[config.mk]
export PLATFORM = sky130hd
export DESIGN_NAME = toc_output
export DESIGN_NICKNAME = d
export VERILOG_FILES = /design/src/hdl/toc_pkg.sv /design/src/hdl/toc_output.sv /design/src/hdl/toc_tick_gen.sv
export VERILOG_INCLUDE_DIRS = /design/src /design/src/hdl
export SDC_FILE = /design/constraint.sdc
export NUM_CORES = 1
export LEC_CHECK = 0
export BUFFER_PORTS_ARGS = -buffer_cell sky130_fd_sc_hd__buf_2
export CORE_MARGIN = 5
export CORE_UTILIZATION = 55
export DETAILED_ROUTE_END_ITERATION = 16
export GPL_TIMING_DRIVEN = 0
export PLACE_DENSITY = 0.73
export SLEW_MARGIN = 15
export SYNTH_ARGS = -nofsm -noshare
export SYNTH_HDL_FRONTEND = slang
export SYNTH_HIERARCHICAL = 1
export SYNTH_SLANG_ARGS = --single-unit
[constraint.sdc]
create_clock -name CLOCK -period 10 [get_ports CLOCK]
set_input_delay 2 -clock CLOCK [delete_from_list [all_inputs] [get_ports CLOCK]]
set_output_delay 2 -clock CLOCK [all_outputs]
set_load 0.02 [all_outputs]
[src/hdl/toc_params.svh]
// Constants of the threshold output controller: offsets, fields, resets, timing.
// Assumes inclusion by bare name from the package and the design modules.
`ifndef TOC_PARAMS_SVH
`define TOC_PARAMS_SVH

// ----------------------------------------------------------------------------
// Register offsets (byte addresses, one aligned word each)
// ----------------------------------------------------------------------------
`define TOC_ADDR_W        8
`define TOC_OFF_CTRL      8'h00
`define TOC_OFF_SEL       8'h04
`define TOC_OFF_LEVEL     8'h08
`define TOC_OFF_UPPER     8'h0c
`define TOC_OFF_HYST      8'h10
`define TOC_OFF_ON_DLY    8'h14
`define TOC_OFF_OFF_DLY   8'h18
`define TOC_OFF_MIN_ON    8'h1c
`define TOC_OFF_MIN_OFF   8'h20
`define TOC_OFF_FILL      8'h24
`define TOC_OFF_STATUS    8'h28
`define TOC_OFF_INFO      8'h2c

// ----------------------------------------------------------------------------
// Field layouts
// ----------------------------------------------------------------------------
`define TOC_MODE_MSB      2
`define TOC_MODE_LSB      0
`define TOC_REACT_MSB     6
`define TOC_REACT_LSB     4
`define TOC_LSRC_BIT      8
`define TOC_SEL_W         6
`define TOC_SRC_MSB       5
`define TOC_SRC_LSB       0
`define TOC_LVLA_MSB      13
`define TOC_LVLA_LSB      8
`define TOC_LVLB_MSB      21
`define TOC_LVLB_LSB      16
`define TOC_ST_OUT_BIT    0
`define TOC_ST_ALARM_BIT  1
`define TOC_ST_COND_BIT   2
`define TOC_INFO_TOT_LSB  0
`define TOC_INFO_VIR_LSB  8
`define TOC_INFO_SSR_BIT  16

// ----------------------------------------------------------------------------
// Values, resets and timing
// ----------------------------------------------------------------------------
`define TOC_MAX_CHANNELS  6'd60
`define TOC_OUT_TOTAL     8'd17
`define TOC_OUT_VIRTUAL   8'd16
`define TOC_RST_WORD      32'h0000_0000
`define TOC_CNT_SAT       32'hffff_ffff
`define TOC_CLK_PERIOD_NS 8
`define TOC_TICK_NS       1000000
`define TOC_TICK_CYCLES   (`TOC_TICK_NS / `TOC_CLK_PERIOD_NS)

`endif

[src/hdl/toc_pkg.sv]
// Types of the threshold output controller.
// Assumes toc_params.svh on the include path.
`include "toc_params.svh"

package toc_pkg;

  // --------------------------------------------------------------------------
  // Enumerations
  // --------------------------------------------------------------------------
  typedef enum logic [2:0] {
    TOC_MODE_DISABLED = 3'h0,
    TOC_MODE_ABOVE    = 3'h1,
    TOC_MODE_BELOW    = 3'h2,
    TOC_MODE_INSIDE   = 3'h3,
    TOC_MODE_OUTSIDE  = 3'h4,
    TOC_MODE_PWM      = 3'h5
  } toc_mode_type;

  typedef enum logic [2:0] {
    TOC_REACT_HOLD      = 3'h0,
    TOC_REACT_IMM_OFF   = 3'h1,
    TOC_REACT_IMM_ON    = 3'h2,
    TOC_REACT_TIMED_OFF = 3'h3,
    TOC_REACT_TIMED_ON  = 3'h4
  } toc_react_type;

  typedef enum logic [1:0] {
    TOC_KIND_SOUND   = 2'h0,
    TOC_KIND_VIRTUAL = 2'h1,
    TOC_KIND_RELAY   = 2'h2,
    TOC_KIND_SSR     = 2'h3
  } toc_kind_type;

  typedef enum logic {
    TOC_ST_LOW  = 1'b0,
    TOC_ST_HIGH = 1'b1
  } toc_state_type;

endpackage : toc_pkg

[src/hdl/toc_output.sv]
// Threshold output controller for one discrete output, built-in or virtual, APB slave.
// Assumes channel values and alarm flags arrive from logic on CLOCK.
//
// Chosen here: the APB register port and the address map.
`timescale 1ns/100ps
`default_nettype none
`include "toc_params.svh"

module toc_output #(
  parameter int unsigned         TICK_CYCLES = `TOC_TICK_CYCLES,
  parameter toc_pkg::toc_kind_type OUT_KIND  = toc_pkg::TOC_KIND_VIRTUAL
) (
  input  wire logic                      CLOCK,
  input  wire logic                      RST_N,
  input  wire logic                      PSEL,
  input  wire logic                      PENABLE,
  input  wire logic                      PWRITE,
  input  wire logic [`TOC_ADDR_W-1:0]    PADDR,
  input  wire logic [31:0]               PWDATA,
  output logic      [31:0]               PRDATA,
  output logic                           PREADY,
  output logic                           PSLVERR,
  input  wire logic signed [31:0]        SRC_VALUE,
  input  wire logic signed [31:0]        LVLA_VALUE,
  input  wire logic signed [31:0]        LVLB_VALUE,
  input  wire logic                      SRC_ERROR_STATUS,
  input  wire logic                      SOURCE_UNDER_RANGE_STATUS,
  input  wire logic                      SOURCE_OVER_RANGE_STATUS,
  output logic      [`TOC_SEL_W-1:0]     SRC_SEL,
  output logic      [`TOC_SEL_W-1:0]     LVLA_SEL,
  output logic      [`TOC_SEL_W-1:0]     LVLB_SEL,
  output logic                           RELAY_STATE,
  output logic                           ALARM_ACTIVE
);
  import toc_pkg::*;

  // --------------------------------------------------------------------------
  // Functions
  // --------------------------------------------------------------------------
  function automatic logic is_mapped(input logic [`TOC_ADDR_W-1:0] a);
    is_mapped = (a <= `TOC_OFF_INFO) && (a[1:0] == 2'b00);
  endfunction : is_mapped

  // Widened sum keeps level plus hysteresis from wrapping
  function automatic logic signed [33:0] shift_lvl(input logic signed [31:0] l,
                                                   input logic signed [31:0] h,
                                                   input logic up);
    shift_lvl = up ? (34'(l) + 34'(h)) : (34'(l) - 34'(h));
  endfunction : shift_lvl

  function automatic logic sel_ok(input logic [`TOC_SEL_W-1:0] s);
    sel_ok = (s < `TOC_MAX_CHANNELS);
  endfunction : sel_ok

  // --------------------------------------------------------------------------
  // Registers
  // --------------------------------------------------------------------------
  toc_mode_type         mode_r;
  toc_react_type        react_r;
  logic                 lsrc_r;
  logic signed [31:0]   level_r;
  logic signed [31:0]   upper_r;
  logic signed [31:0]   hyst_r;
  logic [31:0]          on_dly_r;
  logic [31:0]          off_dly_r;
  logic [31:0]          min_on_r;
  logic [31:0]          min_off_r;
  logic [31:0]          fill_r;
  logic                 cond_r;
  toc_state_type        state_r;
  logic [31:0]          dur_cnt_r;
  logic [31:0]          dly_cnt_r;
  logic                 tick;

  logic                 acc;
  logic                 wr_en;
  logic                 bad_wr;
  logic [31:0]          rd_word;
  logic                 alarm;

  toc_tick_gen #(
    .TICK_CYCLES (TICK_CYCLES)
  ) u_tick (
    .CLOCK (CLOCK),
    .RST_N (RST_N),
    .TICK  (tick)
  );

  // --------------------------------------------------------------------------
  // APB slave: access phase lasts two cycles, write lands with PREADY
  // --------------------------------------------------------------------------
  assign acc   = PSEL & PENABLE;
  assign wr_en = acc & PREADY & PWRITE & ~PSLVERR;

  always_comb begin
    bad_wr = 1'b0;
    if (PWRITE) begin
      case (PADDR)
        `TOC_OFF_CTRL: begin
          bad_wr = (PWDATA[`TOC_MODE_MSB:`TOC_MODE_LSB] > 3'(TOC_MODE_PWM)) ||
                   (PWDATA[`TOC_REACT_MSB:`TOC_REACT_LSB] > 3'(TOC_REACT_TIMED_ON)) ||
                   ((PWDATA[`TOC_MODE_MSB:`TOC_MODE_LSB] == 3'(TOC_MODE_PWM)) &&
                    (OUT_KIND != TOC_KIND_SSR));
        end
        `TOC_OFF_SEL: begin
          bad_wr = !sel_ok(PWDATA[`TOC_SRC_MSB:`TOC_SRC_LSB]) ||
                   !sel_ok(PWDATA[`TOC_LVLA_MSB:`TOC_LVLA_LSB]) ||
                   !sel_ok(PWDATA[`TOC_LVLB_MSB:`TOC_LVLB_LSB]);
        end
        `TOC_OFF_STATUS, `TOC_OFF_INFO: bad_wr = 1'b1;
        default: bad_wr = 1'b0;
      endcase
    end
  end

  always_comb begin
    rd_word = `TOC_RST_WORD;
    case (PADDR)
      `TOC_OFF_CTRL: begin
        rd_word[`TOC_MODE_MSB:`TOC_MODE_LSB]   = mode_r;
        rd_word[`TOC_REACT_MSB:`TOC_REACT_LSB] = react_r;
        rd_word[`TOC_LSRC_BIT]                 = lsrc_r;
      end
      `TOC_OFF_SEL: begin
        rd_word[`TOC_SRC_MSB:`TOC_SRC_LSB]   = SRC_SEL;
        rd_word[`TOC_LVLA_MSB:`TOC_LVLA_LSB] = LVLA_SEL;
        rd_word[`TOC_LVLB_MSB:`TOC_LVLB_LSB] = LVLB_SEL;
      end
      `TOC_OFF_LEVEL:   rd_word = level_r;
      `TOC_OFF_UPPER:   rd_word = upper_r;
      `TOC_OFF_HYST:    rd_word = hyst_r;
      `TOC_OFF_ON_DLY:  rd_word = on_dly_r;
      `TOC_OFF_OFF_DLY: rd_word = off_dly_r;
      `TOC_OFF_MIN_ON:  rd_word = min_on_r;
      `TOC_OFF_MIN_OFF: rd_word = min_off_r;
      `TOC_OFF_FILL:    rd_word = fill_r;
      `TOC_OFF_STATUS: begin
        rd_word[`TOC_ST_OUT_BIT]   = state_r;
        rd_word[`TOC_ST_ALARM_BIT] = ALARM_ACTIVE;
        rd_word[`TOC_ST_COND_BIT]  = cond_r;
      end
      `TOC_OFF_INFO: begin
        rd_word[`TOC_INFO_TOT_LSB+:8] = `TOC_OUT_TOTAL;
        rd_word[`TOC_INFO_VIR_LSB+:8] = `TOC_OUT_VIRTUAL;
        rd_word[`TOC_INFO_SSR_BIT]    = (OUT_KIND == TOC_KIND_SSR);
      end
      default: rd_word = `TOC_RST_WORD;
    endcase
  end

  always_ff @(posedge CLOCK or negedge RST_N) begin
    if (!RST_N) begin
      PREADY  <= 1'b0;
      PRDATA  <= `TOC_RST_WORD;
      PSLVERR <= 1'b0;
    end else begin
      PREADY  <= acc & ~PREADY;
      PSLVERR <= acc & ~PREADY & (!is_mapped(PADDR) | bad_wr);
      if (acc & ~PREADY & ~PWRITE) begin
        PRDATA <= rd_word;
      end
    end
  end

  // Refused writes leave every setting untouched
  always_ff @(posedge CLOCK or negedge RST_N) begin
    if (!RST_N) begin
      mode_r    <= TOC_MODE_DISABLED;
      react_r   <= TOC_REACT_HOLD;
      lsrc_r    <= 1'b0;
      SRC_SEL   <= '0;
      LVLA_SEL  <= '0;
      LVLB_SEL  <= '0;
      level_r   <= `TOC_RST_WORD;
      upper_r   <= `TOC_RST_WORD;
      hyst_r    <= `TOC_RST_WORD;
      on_dly_r  <= `TOC_RST_WORD;
      off_dly_r <= `TOC_RST_WORD;
      min_on_r  <= `TOC_RST_WORD;
      min_off_r <= `TOC_RST_WORD;
      fill_r    <= `TOC_RST_WORD;
    end else if (wr_en) begin
      case (PADDR)
        `TOC_OFF_CTRL: begin
          mode_r  <= toc_mode_type'(PWDATA[`TOC_MODE_MSB:`TOC_MODE_LSB]);
          react_r <= toc_react_type'(PWDATA[`TOC_REACT_MSB:`TOC_REACT_LSB]);
          lsrc_r  <= PWDATA[`TOC_LSRC_BIT];
        end
        `TOC_OFF_SEL: begin
          SRC_SEL  <= PWDATA[`TOC_SRC_MSB:`TOC_SRC_LSB];
          LVLA_SEL <= PWDATA[`TOC_LVLA_MSB:`TOC_LVLA_LSB];
          LVLB_SEL <= PWDATA[`TOC_LVLB_MSB:`TOC_LVLB_LSB];
        end
        `TOC_OFF_LEVEL:   level_r   <= PWDATA;
        `TOC_OFF_UPPER:   upper_r   <= PWDATA;
        `TOC_OFF_HYST:    hyst_r    <= PWDATA;
        `TOC_OFF_ON_DLY:  on_dly_r  <= PWDATA;
        `TOC_OFF_OFF_DLY: off_dly_r <= PWDATA;
        `TOC_OFF_MIN_ON:  min_on_r  <= PWDATA;
        `TOC_OFF_MIN_OFF: min_off_r <= PWDATA;
        `TOC_OFF_FILL:    fill_r    <= PWDATA;
        default: ;
      endcase
    end
  end

  // --------------------------------------------------------------------------
  // Comparison with hysteresis
  // --------------------------------------------------------------------------
  logic signed [31:0] lvl_lo;
  logic signed [31:0] lvl_hi;
  logic signed [33:0] v;
  logic               lo_on;
  logic               lo_off;
  logic               hi_on;
  logic               hi_off;
  logic               cond_nxt;

  assign lvl_lo = lsrc_r ? LVLA_VALUE : level_r;
  assign lvl_hi = lsrc_r ? LVLB_VALUE : upper_r;
  assign v      = 34'(SRC_VALUE);
  // Band edges: strictly past the far edge switches, inside the band holds
  assign lo_on  = v > shift_lvl(lvl_lo, hyst_r, 1'b1);
  assign lo_off = v < shift_lvl(lvl_lo, hyst_r, 1'b0);
  assign hi_on  = v > shift_lvl(lvl_hi, hyst_r, 1'b1);
  assign hi_off = v < shift_lvl(lvl_hi, hyst_r, 1'b0);

  always_comb begin
    cond_nxt = cond_r;
    case (mode_r)
      TOC_MODE_ABOVE, TOC_MODE_PWM: begin
        if (lo_on) cond_nxt = 1'b1;
        else if (lo_off) cond_nxt = 1'b0;
      end
      TOC_MODE_BELOW: begin
        if (lo_off) cond_nxt = 1'b1;
        else if (lo_on) cond_nxt = 1'b0;
      end
      TOC_MODE_INSIDE: begin
        if (lo_on && hi_off) cond_nxt = 1'b1;
        else if (lo_off || hi_on) cond_nxt = 1'b0;
      end
      TOC_MODE_OUTSIDE: begin
        if (lo_off || hi_on) cond_nxt = 1'b1;
        else if (lo_on && hi_off) cond_nxt = 1'b0;
      end
      default: cond_nxt = 1'b0;
    endcase
  end

  always_ff @(posedge CLOCK or negedge RST_N) begin
    if (!RST_N) begin
      cond_r <= 1'b0;
    end else if (mode_r == TOC_MODE_DISABLED) begin
      cond_r <= 1'b0;
    end else if (tick) begin
      cond_r <= cond_nxt;
    end
  end

  // --------------------------------------------------------------------------
  // Alarm reaction and output state
  // --------------------------------------------------------------------------
  logic       force_en;
  logic       force_val;
  logic       want;
  logic       want_hi;
  logic [31:0] need_dly;
  logic [31:0] need_min;
  logic       may_flip;

  assign alarm = SRC_ERROR_STATUS | SOURCE_UNDER_RANGE_STATUS |
                 SOURCE_OVER_RANGE_STATUS;

  always_comb begin
    force_en  = 1'b0;
    force_val = 1'b0;
    want      = cond_r;
    if (mode_r == TOC_MODE_DISABLED) begin
      force_en = 1'b1;
    end else if (alarm && mode_r == TOC_MODE_PWM) begin
      force_en  = 1'b1;
      force_val = (fill_r != `TOC_RST_WORD);
    end else if (alarm) begin
      case (react_r)
        TOC_REACT_HOLD:      want = state_r;
        TOC_REACT_IMM_OFF:   force_en = 1'b1;
        TOC_REACT_IMM_ON: begin
          force_en  = 1'b1;
          force_val = 1'b1;
        end
        TOC_REACT_TIMED_OFF: want = 1'b0;
        TOC_REACT_TIMED_ON:  want = 1'b1;
        default:             want = state_r;
      endcase
    end
  end

  // Going high uses on-delay and min off; going low the opposite pair
  assign want_hi  = (want == 1'b1);
  assign need_dly = want_hi ? on_dly_r : off_dly_r;
  assign need_min = want_hi ? min_off_r : min_on_r;
  assign may_flip = tick && (want != state_r) && (dly_cnt_r >= need_dly) &&
                    (dur_cnt_r >= need_min);

  always_ff @(posedge CLOCK or negedge RST_N) begin
    if (!RST_N) begin
      state_r <= TOC_ST_LOW;
    end else if (force_en) begin
      state_r <= toc_state_type'(force_val);
    end else if (may_flip) begin
      state_r <= toc_state_type'(want);
    end
  end

  // Time in current state, saturating so long holds never wrap
  always_ff @(posedge CLOCK or negedge RST_N) begin
    if (!RST_N) begin
      dur_cnt_r <= `TOC_RST_WORD;
    end else if ((force_en && state_r != toc_state_type'(force_val)) ||
                 (!force_en && may_flip)) begin
      dur_cnt_r <= `TOC_RST_WORD;
    end else if (tick && dur_cnt_r != `TOC_CNT_SAT) begin
      dur_cnt_r <= dur_cnt_r + 32'h1;
    end
  end

  // Mismatch time; restarts whenever the wish agrees with the output
  always_ff @(posedge CLOCK or negedge RST_N) begin
    if (!RST_N) begin
      dly_cnt_r <= `TOC_RST_WORD;
    end else if (force_en || want == state_r || may_flip) begin
      dly_cnt_r <= `TOC_RST_WORD;
    end else if (tick && dly_cnt_r != `TOC_CNT_SAT) begin
      dly_cnt_r <= dly_cnt_r + 32'h1;
    end
  end

  always_ff @(posedge CLOCK or negedge RST_N) begin
    if (!RST_N) begin
      RELAY_STATE  <= 1'b0;
      ALARM_ACTIVE <= 1'b0;
    end else begin
      RELAY_STATE  <= state_r;
      ALARM_ACTIVE <= alarm;
    end
  end
endmodule : toc_output

`default_nettype wire

[src/hdl/toc_tick_gen.sv]
// Periodic time-base tick for the output timers.
// Assumes one clock; tick is a one-cycle pulse every TICK_CYCLES cycles.
`timescale 1ns/100ps
`default_nettype none
`include "toc_params.svh"

module toc_tick_gen #(
  parameter int unsigned TICK_CYCLES = `TOC_TICK_CYCLES
) (
  input  wire logic CLOCK,
  input  wire logic RST_N,
  output logic      TICK
);

  logic [31:0] cnt_r;

  generate
    if (TICK_CYCLES < 2) begin : g_bad
      $error("toc_tick_gen: TICK_CYCLES must be at least 2");
    end
  endgenerate

  always_ff @(posedge CLOCK or negedge RST_N) begin
    if (!RST_N) begin
      cnt_r <= 32'h0;
      TICK  <= 1'b0;
    end else if (cnt_r == 32'(TICK_CYCLES - 1)) begin
      cnt_r <= 32'h0;
      TICK  <= 1'b1;
    end else begin
      cnt_r <= cnt_r + 32'h1;
      TICK  <= 1'b0;
    end
  end

endmodule : toc_tick_gen

`default_nettype wire

==> results.toml <==
[cts]
path_clk_slew_ns = 0.06
numCtsBuffers = 42
cts_tree = "built"
cts_sinks = 416
cts_resized = 0
clk_latency_ns = 0.58
root_buffer = "clkbuf_16"
cts_buffer_depth = 3
cts-hold-fix-buffers = 0
postCtsSetupBuffers = 0
h-tree-depth = 2

[synth]
synthArstFlopShare = 1.00
avgSynthCellArea_um2 = 9.90
syn_nets = 3530
synth_warnings = 6
synth-seq-cells = 416
ys_types = 91
synthFlopType = "dfrtp_1"
synth-edff-count = 0
syn_inst = 3049
ys_seq_area_frac = 0.345
syn_area_um2 = 30200

[setup_path]
ff2ff_path_depth = 26
r2r_slack_ns = 0.37
crit_required_ns = 10.45
r2r_end = "cond_r"
end_kind = "flop"
critical_path_class = "flop to flop"
start_kind = "flop"
crit_arrival_ns = 10.08
critPathMaxFanout = 10
reg2reg_from = "lsrc_r"

[global_route]
grt_max_degree = 110
grtUsageTotal = 0.344
grt_busiest_layer = "met2"
grt_overflow_total = 0
grt_pass1_wl_um = 159000
met2_usage = 0.555
grtUsageMet1 = 0.471
grt_antenna_before_repair = 7
first_global_vias = 26029
met3_usage = 0.0463

[layout]
nFillCells = 4618
final_common_cell = "dfrtp_1"
num-nets-final = 3766
final_cell_mix = "dfrtp_1, ha_1, mux2_2"
finalNonFillerCells = 4015
synthToLayoutAreaGrowth_pct = 11.0
drive_above_1_share = 0.192

[placed_design]
dp.cells = 3937
dp.final_hpwl_um = 85600
place_congestion = 1.02
portBuffers = 186

[timing]
finClkSkew_ns = 0.0213
fin_crit_sh = 0.963
timing.slew.headroom = 0.150
worstMarginPinSlew_ns = 1.24
min_period_ns = 9.63
setup_viol = 0
fin_hold_ws_ns = 0.459
fmax_ghz = 0.104
hold_violations = 0
rsz0062_at_grt = "no"
slew_violations = 0

[detailed_routing]
first_pass_iters = 8
vias = 26046
viasPerCell = 6.49
drt_iter0_markers = 2631
routedWlPerCell_um = 26.5
drc = 0
ant_nets = 0
wl_um = 106000

[hold_path]
hold_path_class = "flop to flop"
whs_path_depth = 1
holdCritStartpoint = "u_tick/cnt_r[0]"
min_to = "u_tick/cnt_r[0]"

[floorplan]
start_util = 0.558
die_area_um2 = 59700
rows = 85
die_w_um = 244
die_h_um = 244
coreArea_um2 = 54100
io_pins = 198

[run]
maxCapViolCount = 0

[run_status]
status = "finished clean"

[pwr]
vdd_ir_drop_max_v = 0.000162
leakage_nw = 16.3
cellPowerDensity_nw_per_um2 = 109
-- per-layer routing --
layer / part of all wire / wire (um) / up-vias
met4: 0.047 / 5000 / 4
li1: - / - / 11756
met2: 0.46 / 48900 / 1101
met1: 0.42 / 44700 / 12950
met3: 0.072 / 7640 / 235
met5: 0.00024 / 26 / -
-- area by class of cell --
class,count,area (um^2),area share
buffer,143,562,0.0168
inverter,115,432,0.0129
clock buffer,51,1130,0.0339
sequential,416,10400,0.311
timing repair buffer,192,1070,0.0319
clock inverter,24,220,0.00657
tap,696,871,0.0260
antenna,3,7.51,0.000224
multi-input combinational,2375,18800,0.561
-- per-stage QoR --
stage,area (um^2),power (mW),setup TNS [ns],setup WS (ns),utilization
after floorplan,30200,1.92,0,3.27,-
after global placement,32000,2.08,-418.93,-1.06,0.591
after detailed placement,32200,2.10,0,0.653,0.594
after CTS,33500,3.67,0,0.913,0.619
after global routing,33500,3.78,0,0.411,0.619
final,33500,3.66,0,0.371,0.619
-- worst max-delay path, stage by stage (launching register included) --
cell,delay [ns]
dfrtp_1,0.40
clkbuf_1,0.55
clkbuf_1,0.80
mux2i_1,0.39
ha_1,0.23
inv_1,0.06
fa_1,0.42
a211oi_1,0.36
o21ai_0,0.25
a32oi_1,0.48
o21ai_0,0.39
a211o_1,0.39
nand2_1,0.08
o2111ai_1,0.22
nor2_1,0.15
o21bai_1,0.09
xnor2_1,0.15
ha_1,0.31
nand4_1,0.11
nor3_1,0.52
o2111ai_1,0.27
o21ai_0,0.52
mux2i_1,1.07
a311o_1,0.51
nor2_1,0.11
a221oi_1,0.30
mux2_2,0.36
-- synthesized netlist by cell type, drive strengths merged (30+ instances only) --
cell type	n	area [um^2]
dfrtp	416	10400
ha	333	4170
mux2	314	3540
nor2	232	871
a21oi	162	815
nand2	147	552
xnor2	143	1250
o21ai	129	649
clkbuf	117	442
inv	113	424
nand3	82	420
nand4	76	482
mux2i	72	721
xor2	61	534
a21o	51	383
a221oi	50	455
nor3	49	255
a22oi	46	345
a22o	38	333
o21bai	31	233
a31oi	30	188
-- cells by family (layout without fill, tap and decap cells) --
| kind of cell | Yosys count | after routing | synth area share |
|---|---|---|---|
| AO/OA/AOI/OAI | 696 | 696 | 0.159 |
| other | 0 | 3 | 0 |
| adder cells (fa/ha/maj) | 338 | 338 | 0.141 |
| flip-flops | 416 | 416 | 0.345 |
| AND/OR/NAND/NOR | 751 | 751 | 0.122 |
| XOR/XNOR | 204 | 204 | 0.0592 |
| buffers and inverters | 258 | 525 | 0.0329 |
| multiplexers | 386 | 386 | 0.141 |
-- where the power goes --
group          switching, mW  internal [mW]
registers             0.0131           1.70
clock network          0.697          0.890
logic                  0.239          0.128
-- how the worst max path moves through the flow --
stage,start,end,slack (ns)
3_3_place_gp,RST_N,hyst_r[28],-1.06
6_report,lsrc_r,cond_r,0.37
3_5_place_dp,LVLA_VALUE[0],cond_r,0.65
2_1_floorplan,LVLB_VALUE[10],cond_r,3.27
5_1_grt,lsrc_r,cond_r,0.41
4_1_cts,lsrc_r,cond_r,0.91
Note: power is estimated with default switching activity, not from simulation.
